### src/rtl/clru_pkg.sv
// Purpose: shared constants and types of the clock and reset unit core
// Assumes: APB slave with 32-bit data, one register per aligned word
// Notes: register offsets are byte addresses
//
// Contract
// - registers are reached as an APB slave, reads and writes accepted.
// - clocks come from PLL or oscillator; resets from POR, watchdog, software.
// - five PLLs: CPU, near-CPU, memory, media/audio and common.
// - every generated clock has its own software gate.
// - every module has its own independent software reset.
// - module reset asserts on POR, watchdog, thermal, own request or global resets.
// - key 0xfd9 written to first key register asserts first global reset.
// - key 0xea8 written to second key register asserts second global reset.
// - both global resets release by hardware without further software writes.
// - first global reset resets everything, register file and GPIO included; here all module resets drop, the core's own registers keep their values.
// - second global reset spares general register file and GPIO resets.
// - every PLL takes only the 24MHz oscillator as reference.
// - slow and deep slow modes pass the 24MHz oscillator to the output.
// - divider source selector picks any one of the five PLLs.
// - each PLL reports a lock indication once frequency lock is reached.
package clru_pkg;

  localparam int          NUM_PLLS    = 5;
  localparam int          NUM_CLKS    = 32;
  localparam int          NUM_MODULES = 16;
  localparam int          NUM_DIVS    = 4;
  localparam int          SYNC_STAGES = 2;

  // module reset indices that the second global reset spares
  localparam int          MOD_GRF     = 14;
  localparam int          MOD_GPIO    = 15;

  typedef enum logic [2:0] {
    CLRU_PLL_CPU, CLRU_PLL_NEAR_CPU, CLRU_PLL_MEMORY, CLRU_PLL_MEDIA_AUDIO, CLRU_PLL_COMMON
  } clru_pll_e;

  // per-PLL output mode; slow and deep slow pass the oscillator through
  localparam logic [1:0]  MODE_SLOW      = 2'h0;
  localparam logic [1:0]  MODE_NORMAL    = 2'h1;
  localparam logic [1:0]  MODE_DEEP_SLOW = 2'h2;
  localparam int          MODE_W         = 2;

  localparam logic [11:0] OFF_MODE       = 12'h080;
  localparam logic [11:0] OFF_GLB_CNT    = 12'h090;
  localparam logic [11:0] OFF_GLB_ST     = 12'h094;
  localparam logic [11:0] OFF_KEY_SECOND = 12'h098;
  localparam logic [11:0] OFF_KEY_FIRST  = 12'h09c;
  localparam logic [11:0] OFF_DIV_BASE   = 12'h100;
  localparam logic [11:0] OFF_FRAC       = 12'h110;
  localparam logic [11:0] OFF_GATE       = 12'h200;
  localparam logic [11:0] OFF_SOFT_RST   = 12'h300;
  localparam logic [11:0] OFF_LOCK       = 12'h310;

  localparam logic [11:0] KEY_FIRST      = 12'hfd9;
  localparam logic [11:0] KEY_SECOND     = 12'hea8;
  localparam int          KEY_W          = 12;

  localparam logic [15:0] GLB_CNT_RESET  = 16'h0064;
  localparam logic [31:0] GATE_RESET     = 32'hffff_ffff;
  localparam logic [15:0] FRAC_NUM_RESET = 16'h0bb8;
  localparam logic [15:0] FRAC_DEN_RESET = 16'hea60;

  // status bit positions
  localparam int          ST_FIRST  = 0;
  localparam int          ST_SECOND = 1;
  localparam int          ST_WDT    = 2;
  localparam int          ST_TSADC  = 3;
  localparam int          ST_W      = 4;

  // divider word: source in [2:0], divide value in [15:8]
  localparam int          DIV_SRC_LSB = 0;
  localparam int          DIV_SRC_W   = 3;
  localparam int          DIV_VAL_LSB = 8;
  localparam int          DIV_VAL_W   = 8;
  localparam logic [7:0]  DIV_VAL_RESET = 8'h03;

  typedef struct packed {
    logic [DIV_SRC_W-1:0] src;
    logic [DIV_VAL_W-1:0] div;
  } clru_div_s;

  typedef struct packed {
    logic [15:0] num;
    logic [15:0] den;
  } clru_frac_s;

endpackage : clru_pkg

### src/rtl/clru_core.sv
// Purpose: register side, clock control words and reset generation of the clock and reset unit
// Assumes: pclk is the reference clock of all reset outputs; clock cells sit outside
// Notes: glitch-free muxing, gating cells and PLL macros are driven by the control outputs
//
// The APB interface to the registers and the address map are this design's own decisions.
`timescale 1ns/100ps
`default_nettype none
module clru_core (
  // clock, reset, enable
  input  wire logic                                     pclk,
  input  wire logic                                     presetn,
  input  wire logic                                     ce,
  // apb slave
  input  wire logic                                     psel,
  input  wire logic                                     penable,
  input  wire logic                                     pwrite,
  input  wire logic [11:0]                              paddr,
  input  wire logic [31:0]                              pwdata,
  output logic      [31:0]                              prdata,
  output logic                                          pready,
  output logic                                          pslverr,
  // asynchronous reset sources and pll status
  input  wire logic                                     soc_wdt_rst_n,
  input  wire logic                                     soc_tsadc_rst_n,
  input  wire logic [clru_pkg::NUM_PLLS-1:0]            pll_lock_raw,
  // clock control
  output logic      [clru_pkg::NUM_PLLS*clru_pkg::MODE_W-1:0] pll_mode,
  output logic      [clru_pkg::NUM_CLKS-1:0]            clk_gate_en,
  output clru_pkg::clru_div_s [clru_pkg::NUM_DIVS-1:0]  div_ctrl,
  output clru_pkg::clru_frac_s                          frac_ctrl,
  // resets
  output logic      [clru_pkg::NUM_MODULES-1:0]         module_rst_n
);
  import clru_pkg::*;

  logic                         wr_en;
  logic                         setup;
  logic [31:0]                  next_rdata;
  logic                         next_err;
  logic [NUM_PLLS*MODE_W-1:0]   mode_reg;
  logic [15:0]                  glb_cnt_th;
  logic [ST_W-1:0]              glb_st;
  logic [NUM_MODULES-1:0]       soft_rst;
  logic [NUM_PLLS-1:0]          lock_s1;
  logic [NUM_PLLS-1:0]          lock_s2;
  logic                         hw_src_n;
  logic                         hw_s1;
  logic                         hw_s2;
  logic                         wdt_s1;
  logic                         wdt_s2;
  logic                         tsadc_s1;
  logic                         tsadc_s2;
  logic                         first_hit;
  logic                         second_hit;
  logic                         glb_first_n;
  logic                         glb_second_n;
  logic [15:0]                  first_cnt;
  logic [15:0]                  second_cnt;
  logic [NUM_MODULES-1:0]       next_rst_n;
  logic [ST_W-1:0]              st_set;
  logic [11:0]                  div_off;

  // answer on the first enabled edge of a transfer, so a frozen setup edge only delays it
  assign setup = psel & ~pready;
  // the access phase is the only edge at which a write lands
  assign wr_en = ce & psel & penable & pready & pwrite;

  // key compares look at the low key bits only; wrong keys fall through
  assign first_hit  = wr_en & (paddr == OFF_KEY_FIRST) & (pwdata[KEY_W-1:0] == KEY_FIRST);
  assign second_hit = wr_en & (paddr == OFF_KEY_SECOND) & (pwdata[KEY_W-1:0] == KEY_SECOND);

  // apb answer: one access cycle, data and error prepared in setup
  always_ff @(posedge pclk or negedge presetn) begin
    if (!presetn) begin
      pready <= 1'b0;
    end else if (ce) begin
      pready <= setup;
    end
  end

  always_comb begin
    next_rdata = 32'h0000_0000;
    next_err   = 1'b0;
    div_off    = paddr - OFF_DIV_BASE;
    if (paddr == OFF_MODE) begin
      next_rdata[NUM_PLLS*MODE_W-1:0] = mode_reg;
    end else if (paddr == OFF_GLB_CNT) begin
      next_rdata[15:0] = glb_cnt_th;
    end else if (paddr == OFF_GLB_ST) begin
      next_rdata[ST_W-1:0] = glb_st;
    end else if (paddr == OFF_KEY_FIRST || paddr == OFF_KEY_SECOND) begin
      next_rdata = 32'h0000_0000;
    end else if (paddr >= OFF_DIV_BASE && paddr < OFF_FRAC && paddr[1:0] == 2'h0) begin
      next_rdata[DIV_SRC_LSB +: DIV_SRC_W] = div_ctrl[div_off[3:2]].src;
      next_rdata[DIV_VAL_LSB +: DIV_VAL_W] = div_ctrl[div_off[3:2]].div;
    end else if (paddr == OFF_FRAC) begin
      next_rdata = {frac_ctrl.num, frac_ctrl.den};
    end else if (paddr == OFF_GATE) begin
      next_rdata = clk_gate_en;
    end else if (paddr == OFF_SOFT_RST) begin
      next_rdata[NUM_MODULES-1:0] = soft_rst;
    end else if (paddr == OFF_LOCK) begin
      next_rdata[NUM_PLLS-1:0] = lock_s2;
    end else begin
      next_err = 1'b1;
    end
  end

  always_ff @(posedge pclk or negedge presetn) begin
    if (!presetn) begin
      prdata  <= 32'h0000_0000;
      pslverr <= 1'b0;
    end else if (ce && setup) begin
      prdata  <= pwrite ? 32'h0000_0000 : next_rdata;
      pslverr <= next_err;
    end
  end

  // pll modes; every reference is the oscillator, bypass passes it straight out
  always_ff @(posedge pclk or negedge presetn) begin
    if (!presetn) begin
      mode_reg <= '0;
    end else if (wr_en && paddr == OFF_MODE) begin
      mode_reg <= pwdata[NUM_PLLS*MODE_W-1:0];
    end
  end

  always_ff @(posedge pclk or negedge presetn) begin
    if (!presetn) begin
      pll_mode <= '0;
    end else if (ce) begin
      pll_mode <= mode_reg;
    end
  end

  // divider words; source picks one of the five pll outputs
  always_ff @(posedge pclk or negedge presetn) begin
    if (!presetn) begin
      for (int i = 0; i < NUM_DIVS; i++) begin
        div_ctrl[i].src <= DIV_SRC_W'(CLRU_PLL_COMMON);
        div_ctrl[i].div <= DIV_VAL_RESET;
      end
    end else if (wr_en && paddr >= OFF_DIV_BASE && paddr < OFF_FRAC && paddr[1:0] == 2'h0) begin
      div_ctrl[div_off[3:2]].src <= pwdata[DIV_SRC_LSB +: DIV_SRC_W];
      div_ctrl[div_off[3:2]].div <= pwdata[DIV_VAL_LSB +: DIV_VAL_W];
    end
  end

  // fractional divider; small ratios are not guarded, software keeps them above the limit
  always_ff @(posedge pclk or negedge presetn) begin
    if (!presetn) begin
      frac_ctrl.num <= FRAC_NUM_RESET;
      frac_ctrl.den <= FRAC_DEN_RESET;
    end else if (wr_en && paddr == OFF_FRAC) begin
      frac_ctrl <= pwdata;
    end
  end

  // clock gates, all running after reset
  always_ff @(posedge pclk or negedge presetn) begin
    if (!presetn) begin
      clk_gate_en <= GATE_RESET;
    end else if (wr_en && paddr == OFF_GATE) begin
      clk_gate_en <= pwdata[NUM_CLKS-1:0];
    end
  end

  // per-module software reset requests, high holds the module in reset
  always_ff @(posedge pclk or negedge presetn) begin
    if (!presetn) begin
      soft_rst <= '0;
    end else if (wr_en && paddr == OFF_SOFT_RST) begin
      soft_rst <= pwdata[NUM_MODULES-1:0];
    end
  end

  always_ff @(posedge pclk or negedge presetn) begin
    if (!presetn) begin
      glb_cnt_th <= GLB_CNT_RESET;
    end else if (wr_en && paddr == OFF_GLB_CNT) begin
      glb_cnt_th <= pwdata[15:0];
    end
  end

  // lock indication crosses in from the pll macros
  always_ff @(posedge pclk or negedge presetn) begin
    if (!presetn) begin
      lock_s1 <= '0;
      lock_s2 <= '0;
    end else if (ce) begin
      lock_s1 <= pll_lock_raw;
      lock_s2 <= lock_s1;
    end
  end

  // watchdog and thermal levels for the status register
  always_ff @(posedge pclk or negedge presetn) begin
    if (!presetn) begin
      wdt_s1   <= 1'b1;
      wdt_s2   <= 1'b1;
      tsadc_s1 <= 1'b1;
      tsadc_s2 <= 1'b1;
    end else if (ce) begin
      wdt_s1   <= soc_wdt_rst_n;
      wdt_s2   <= wdt_s1;
      tsadc_s1 <= soc_tsadc_rst_n;
      tsadc_s2 <= tsadc_s1;
    end
  end

  // global reset pulse counters; a new key while running restarts nothing
  always_ff @(posedge pclk or negedge presetn) begin
    if (!presetn) begin
      first_cnt <= 16'h0000;
    end else if (ce) begin
      if (first_hit && first_cnt == 16'h0000) begin
        first_cnt <= (glb_cnt_th == 16'h0000) ? 16'h0001 : glb_cnt_th;
      end else if (first_cnt != 16'h0000) begin
        first_cnt <= first_cnt - 16'h0001;
      end
    end
  end

  always_ff @(posedge pclk or negedge presetn) begin
    if (!presetn) begin
      second_cnt <= 16'h0000;
    end else if (ce) begin
      if (second_hit && second_cnt == 16'h0000) begin
        second_cnt <= (glb_cnt_th == 16'h0000) ? 16'h0001 : glb_cnt_th;
      end else if (second_cnt != 16'h0000) begin
        second_cnt <= second_cnt - 16'h0001;
      end
    end
  end

  assign glb_first_n  = (first_cnt == 16'h0000);
  assign glb_second_n = (second_cnt == 16'h0000);

  // status: sticky cause bits, write one clears, a new cause wins over the clear
  assign st_set = {~tsadc_s2, ~wdt_s2, ~glb_second_n, ~glb_first_n};

  always_ff @(posedge pclk or negedge presetn) begin
    if (!presetn) begin
      glb_st <= '0;
    end else if (ce) begin
      if (wr_en && paddr == OFF_GLB_ST) begin
        glb_st <= (glb_st & ~pwdata[ST_W-1:0]) | st_set;
      end else begin
        glb_st <= glb_st | st_set;
      end
    end
  end

  // hardware sources assert asynchronously; release is synchronised below
  assign hw_src_n = presetn & soc_wdt_rst_n & soc_tsadc_rst_n;

  always_ff @(posedge pclk or negedge hw_src_n) begin
    if (!hw_src_n) begin
      hw_s1 <= 1'b0;
      hw_s2 <= 1'b0;
    end else if (ce) begin
      hw_s1 <= 1'b1;
      hw_s2 <= hw_s1;
    end
  end

  // register file and gpio keep state through the second global reset
  always_comb begin
    for (int i = 0; i < NUM_MODULES; i++) begin
      next_rst_n[i] = hw_s2 & ~soft_rst[i] & glb_first_n;
      if (i != MOD_GRF && i != MOD_GPIO) begin
        next_rst_n[i] = next_rst_n[i] & glb_second_n;
      end
    end
  end

  // outputs drop at once on a hardware source, all others act at a clock edge
  always_ff @(posedge pclk or negedge hw_src_n) begin
    if (!hw_src_n) begin
      module_rst_n <= '0;
    end else if (ce) begin
      module_rst_n <= next_rst_n;
    end
  end

endmodule : clru_core
`default_nettype wire

### config.mk
export PLATFORM = sky130hd
export DESIGN_NAME = clru_core
export DESIGN_NICKNAME = d
export VERILOG_FILES = /design/src/rtl/clru_pkg.sv /design/src/rtl/clru_core.sv
export SDC_FILE = /design/constraint.sdc
export NUM_CORES = 1
export LEC_CHECK = 0
export BUFFER_PORTS_ARGS = -buffer_cell sky130_fd_sc_hd__buf_2
export CAP_MARGIN = 20
export CORE_ASPECT_RATIO = 1.1
export CORE_MARGIN = 3
export CORE_UTILIZATION = 50
export CTS_CLUSTER_SIZE = 24
export DETAILED_ROUTE_END_ITERATION = 12
export GPL_TIMING_DRIVEN = 0
export PLACE_DENSITY = 0.82
export SYNTH_ARGS = -nofsm -noshare
export SYNTH_HDL_FRONTEND = slang
export SYNTH_SLANG_ARGS = --single-unit
### constraint.sdc
create_clock -name pclk -period 2.77 [get_ports pclk]
set_clock_uncertainty 0.05 [all_clocks]
set_input_delay 0.6925 -clock pclk [delete_from_list [all_inputs] [get_ports pclk]]
set_output_delay 0.6925 -clock pclk [all_outputs]
set_load 0.05 [all_outputs]
==> flow_summary.ini, run 1 <==
[critical_path]
critical_path.endpoint_type = flip-flop
crit_slowest_cell = or4_4
r2r_start = pready$_DFFE_PN0P_
worstPathMaxFanout = 7
critPathKind = input port to flip-flop
required_ns = 3.14
cp-start-kind = input port
max_stage_delay_ns = 0.54
critPathBufInv = 4
cp_top_family = simple AND/OR/NAND/NOR gates
crit_path_start = paddr[0]
worstPathArrival_ns = 3.22
crit_chain = buf_6, or3_4, or4_4, buf_8, or4_4, or2_4, buf_6, clkbuf_16, o211ai_1, o21ai_1

[run_status]
outcome = finished with violations
violations = setup timing

[layout]
fin_area_mm2 = 0.01494
drive_above_1_share_pct = 47.05
post-route-util_pct = 64.12
layout_commonest_cell = buf_2
fillerInstances = 1704
largest_reg_flops = 44
layout.nets = 1329
final_cell_mix = buf_2 (230), dfrtp_1 (197), mux2_2 (175)
area_delta_synth_final_pct = 23.87
max_flop_register = div_ctrl
fin_cells = 1594

[sta]
layout_worst_path_cycle_share_pct = 102.9
slew_headroom_pct = 36.25
rsz0062_at_grt = true
final_max_slew_viol_count = 0
fmax_mhz = 350.9
setup_viol = 10
finalCriticalPeriod_ns = 2.850
hold_slack_ns = 0.02892
tightest_slew_ns = 0.9563
tns_ns = -0.4152
final.setup.worst_slack_ns = -0.08003
hold_violations = 0

[placement]
post_dp_cell_area_mm2 = 0.01367
dp_slack_ns = -1.021
placed_cells = 1533
hpwlAfterDp_mm = 26.87
gp_congestion = 0.9766
port_buffers = 224

[global_routing]
grt_pass1_vias = 10074
use_met2_pct = 46.94
grt_use_met1_pct = 35.40
grt_most_used_layer = met2
grt_max_degree = 106
grtUsageMet3_pct = 5.983
gr-total-overflow = 0
antenna_found_initial = 4
grt_pass1_wl_mm = 57.78
grt_use_total_pct = 27.92

[cts]
cts_made_buffers = 27
htree_num_levels = 1
clock_latency_ns = 0.54
cts_tree = yes
cts_max_path_buffers = 3
clock-sinks = 262
cts-hold-fix-buffers = 0
cts_root_buf = clkbuf_16
clk_pin_slew_ns = 0.06

[floorplan]
core_area_mm2 = 0.02329
rows = 58
ioPinCount = 225
die_x_um = 154.1
dieArea_mm2 = 0.02602
die_h_um = 168.9
initial_utilization_pct = 51.76

[synth]
postSynthAreaPerCell_um2 = 11.97
synth_area_leader_cell = dfrtp_1
ys_seq_area_share_pct = 55.05
synthFlopType = dfrtp_1
synth_top_area_share_pct = 40.88
synth.area.top_cells = dfrtp_1 (41%), mux2_2 (16%), dfstp_2 (14%)
synth_nets = 1067
ys_ff_latch = 262
synthArstFlopShare_pct = 100.0
syn_inst = 1007
syn_area_mm2 = 0.01206
ys_types = 64
synth_edf_count = 0
yosys_warnings = 0

[detailed_routing]
vias = 9992
drt_wl_total_mm = 37.60
vias_per_cell = 6.269
drc = 0
avgRoutedWirePerCell_um = 23.59
ant_nets = 0
drtIter0Drc = 849
dr.pass1.iters = 5

[power]
p_leak_nw = 6.993
power.total_mw = 8.717
powerDensity_mw_per_mm2 = 583.7
peakVddDrop_mv = 0.5324

[job]
cap_violations = 0

[hold_path]
hold_path_class = input port to asynchronous set/reset pin
[power breakdown]
group / switching, mW / leakage (nW) / internal (mW)
registers: 0.205 / 3.32 / 4.01
logic: 0.522 / 3.25 / 0.318
clock network: 1.54 / 0.423 / 2.13
[per-layer routing]
metal	vias up	part of all wire, %
met5	-	0
met4	0	4.8
met3	121	8.0
met2	539	49
met1	5032	38
li1	4300	-
[worst paths after layout]
check	to	slack, ns	cells past startpoint
max	second_cnt[1]$_DFFE_PN0P_	-0.08	10
min	div_ctrl[28]$_DFFE_PN0P_	0.03	1
max reg2reg	div_ctrl[27]$_DFFE_PN0P_	0.17	6
min reg2reg	prdata[31]$_DFFE_PN0P_	0.43	2
max in group asynchronous	module_rst_n[13]$_DFFE_PN0P_	0.95	3
min in group pclk	clk_gate_en[22]$_DFFE_PN1P_	0.34	2
[cell usage after synthesis, types with 4 or more instances]
library cell,number
buf_2,8
clkbuf_1,37
o211ai_1,6
mux2_2,175
nand4_1,5
inv_1,19
mux2i_1,20
mux4_2,11
or2_2,5
or4_1,4
a2bb2oi_1,8
nor4_1,14
a21oi_1,49
nand3_1,24
o21ai_0,72
dfrtp_1,197
a22oi_1,17
and3_1,8
nor2_1,45
o31ai_1,5
o22ai_1,7
a221oi_1,8
dfstp_2,65
nor2b_1,4
nor4b_1,4
buf_1,10
nor3_1,19
o2bb2ai_1,15
nand2_1,67
or3_1,11
[timing repair]
action	CTS	global route
cloned	0	2
setup buffers	1	7
pin swaps	2	10
endpoints found under the setup margin	160	173
resized for setup	18	56
[final cells by class]
class | count | area (um^2) | area share [%]
sequential | 262 | 6638 | 44.44
multi-input combinational | 668 | 5348 | 35.80
timing repair buffer | 236 | 1301 | 8.712
clock buffer | 39 | 770.7 | 5.160
tap | 300 | 375.4 | 2.513
buffer | 55 | 296.5 | 1.985
clock inverter | 11 | 125.1 | 0.8377
inverter | 19 | 71.32 | 0.4775
antenna | 4 | 10.01 | 0.06702
[kinds of logic after synthesis]
group           after synthesis  share of synthesized area [%]
fa+ha+maj                     3                         0.3113
flops                       262                          55.05
simple gates                232                          9.692
mux                         206                          20.06
buf+inv                      77                          2.667
compound gates              227                          12.22
Power figures use the tool's default switching activity.
==> run 2: changes to the inputs <==
--- a/config.mk
+++ b/config.mk
@@ -10,4 +10,4 @@
 export CORE_ASPECT_RATIO = 1.1
-export CORE_MARGIN = 3
-export CORE_UTILIZATION = 50
+export CORE_MARGIN = 5
+export CORE_UTILIZATION = 30
 export CTS_CLUSTER_SIZE = 24
@@ -15,3 +15,3 @@
 export GPL_TIMING_DRIVEN = 0
-export PLACE_DENSITY = 0.82
+export PLACE_DENSITY = 0.56
 export SYNTH_ARGS = -nofsm -noshare
==> constraint.sdc (replaced) <==
create_clock -name pclk -period 2.77 [get_ports pclk]
set_clock_uncertainty 0.05 [all_clocks]
set_input_delay 0.4155 -clock pclk [delete_from_list [all_inputs] [get_ports pclk]]
set_output_delay 0.4155 -clock pclk [all_outputs]
set_load 0.05 [all_outputs]
==> run 2 against run 1 <==
Against the previous run: the run now ends clean; cell count up 13%; critical endpoint is now clk_gate_en[15]$_DFFE_PN1P_; critical path type unchanged; fmax rose by 4.0%; routed wire length increased by 14%; sequential cell count stayed put; via count shrank 4.5%; global-route usage fell by 9.1 points; cell area up 0.53%; clock power grew 2%; setup slack better by 0.11 ns; die area rose by 70%; largest cell class unchanged; sequential power barely moved.
==> flow_summary.ini, run 2 (synthesized netlist as in run 1, its figures left out) <==
[global_routing]
grt_pass1_wl_mm = 64.74
grt_most_used_layer = met2
use_met2_pct = 31.93
grt_use_met1_pct = 23.49
gr-total-overflow = 0
grt_pass1_vias = 9994
grtUsageMet3_pct = 5.247
antenna_found_initial = 6
grt_max_degree = 91
grt_use_total_pct = 18.81

[detailed_routing]
drc = 0
ant_nets = 0
dr.pass1.iters = 5
vias_per_cell = 5.281
avgRoutedWirePerCell_um = 23.77
vias = 9538
drt_wl_total_mm = 42.92
drtIter0Drc = 565

[critical_path]
cp_common_cell = buf_2
crit_path_start = paddr[8]
cp_top_family = simple AND/OR/NAND/NOR gates
crit_cells = 8
rrSetupSlack_ns = 0.10
cp-start-kind = input port
worstPathMaxFanout = 10
required_ns = 3.21
crit_slowest_cell = or4b_2
r2r-end = prdata[14]$_DFFE_PN0P_
critical_path.endpoint_type = flip-flop
critPathBufInv = 3
worstPathArrival_ns = 3.18
critPathKind = input port to flip-flop
max_stage_delay_ns = 0.72
r2r_start = pready$_DFFE_PN0P_
crit_chain = buf_2, buf_2, or4b_2, nor2_2, nand2_1, nor2_2, buf_2, mux2_2
crit_path_end = clk_gate_en[15]$_DFFE_PN1P_
rr_worst_depth = 7

[hold_path]
hold_path_class = input port to asynchronous set/reset pin

[sta]
finalCriticalPeriod_ns = 2.740
rsz0062_at_grt = true
setup_viol = 0
final_max_slew_viol_count = 0
slew_headroom_pct = 38.28
layout_worst_path_cycle_share_pct = 98.92
tightest_slew_ns = 0.9258
final.setup.worst_slack_ns = 0.03004
hold_violations = 0
fmax_mhz = 365.0

[cts]
clock_latency_ns = 0.57
cts_made_buffers = 28
htree_num_levels = 1
cts_max_path_buffers = 3
clk_pin_slew_ns = 0.06
clock-sinks = 262
cts_tree = yes
cts_root_buf = clkbuf_16

[placement]
placed_cells = 1746
dp_slack_ns = -1.527
port_buffers = 224
gp_congestion = 0.9261
hpwlAfterDp_mm = 32.02

[layout]
fin_cells = 1806
max_flop_register = div_ctrl
largest_reg_flops = 44
post-route-util_pct = 37.55
final_cell_mix = buf_2 (232), dfrtp_1 (197), mux2_2 (175)
layout.nets = 1329
area_delta_synth_final_pct = 24.52
layout_commonest_cell = buf_2
drive_above_1_share_pct = 45.24

[floorplan]
die_h_um = 220.3
rows = 77
die_x_um = 201.2
core_area_mm2 = 0.03998
ioPinCount = 225
initial_utilization_pct = 30.16
dieArea_mm2 = 0.04431

[power]
peakVddDrop_mv = 0.5116
p_leak_nw = 6.935
powerDensity_mw_per_mm2 = 582.1
power.total_mw = 8.740

[run_status]
outcome = finished, final reports clean

[job]
cap_violations = 0
==> run 2: changes by cell type in the layout (fill, tap and decap cells not counted), sizes merged, moves of 3 or more <==
cell	previous run	this run
buf	256	248
clkbuf	74	80
clkinv	2	7
clkinvlp	5	2
dlygate4sd3	0	3
==> run 2: through the flow <==
| stage | hold WS, ns | area, um^2 | setup TNS, ns |
|---|---|---|---|
| global placement | 0.3952 | 13820 | -913.59 |
| CTS | 0.01633 | 14890 | 0 |
| detailed placement | 0.3599 | 13890 | -161.05 |
| finish | 0.02749 | 15010 | 0 |
| floorplan | 0.06991 | 12060 | -0.9254 |
| global route | 0.02331 | 15010 | -0.8837 |
==> run 2: how the worst min path moves through the flow <==
stage                      startpoint                           to  slack (ns)  depth (start not counted)
floorplan                     presetn     div_ctrl[13]$_DFFE_PN0P_        0.07                          0
global placement    hw_s1$_DFFE_PN0P_            hw_s1$_DFFE_PN0P_        0.40                          1
detailed placement            presetn   second_cnt[10]$_DFFE_PN0P_        0.36                          1
CTS                        pwdata[31]    frac_ctrl[31]$_DFFE_PN0P_        0.02                          2
global route               pwdata[31]    frac_ctrl[31]$_DFFE_PN0P_        0.02                          2
finish                soc_tsadc_rst_n  module_rst_n[2]$_DFFE_PN0P_        0.03                          3
==> run 2: timing repair <==
| action | 4_1_cts | 5_1_grt |
|---|---|---|
| pin swaps | 1 | 1 |
| endpoints found under the hold margin | 44 | 2 |
| setup endpoints to repair | 155 | 91 |
| buffers inserted | 1 | 3 |
| gates cloned | 0 | 0 |
| resized for setup | 23 | 15 |
| hold buffers | 1 | 2 |
==> run 2: report_power, final <==
group | internal, mW | leakage [nW] | switching [mW] | total [mW]
clock network | 2.15 | 0.448 | 1.58 | 3.73
registers | 4.01 | 3.32 | 0.182 | 4.19
logic | 0.305 | 3.17 | 0.517 | 0.823
total | 6.46 | 6.94 | 2.28 | 8.74
==> run 2: tightest hold or removal path: stages <==
cell and delay [ns]:
buf_2 0.10, and3_1 0.24, clkbuf_16 0.23
==> run 2: cell type report <==
class,instances,area [um^2]
flip-flops and latches,262,6638
fillers,3935,24970
repair buffers,234,1271
plain buffers,56,266.5
clock inverters,10,91.34
well taps,513,641.9
clock buffers,42,823.3
diodes,2,5.005
inverters,19,71.32
multi-input cells,668,5206
==> run 2: routing by layer <==
metal	vias to the layer above	wire [um]
met4	8	1399
met3	93	3206
li1	4300	-
met2	323	20760
met1	4814	17510
met5	-	55
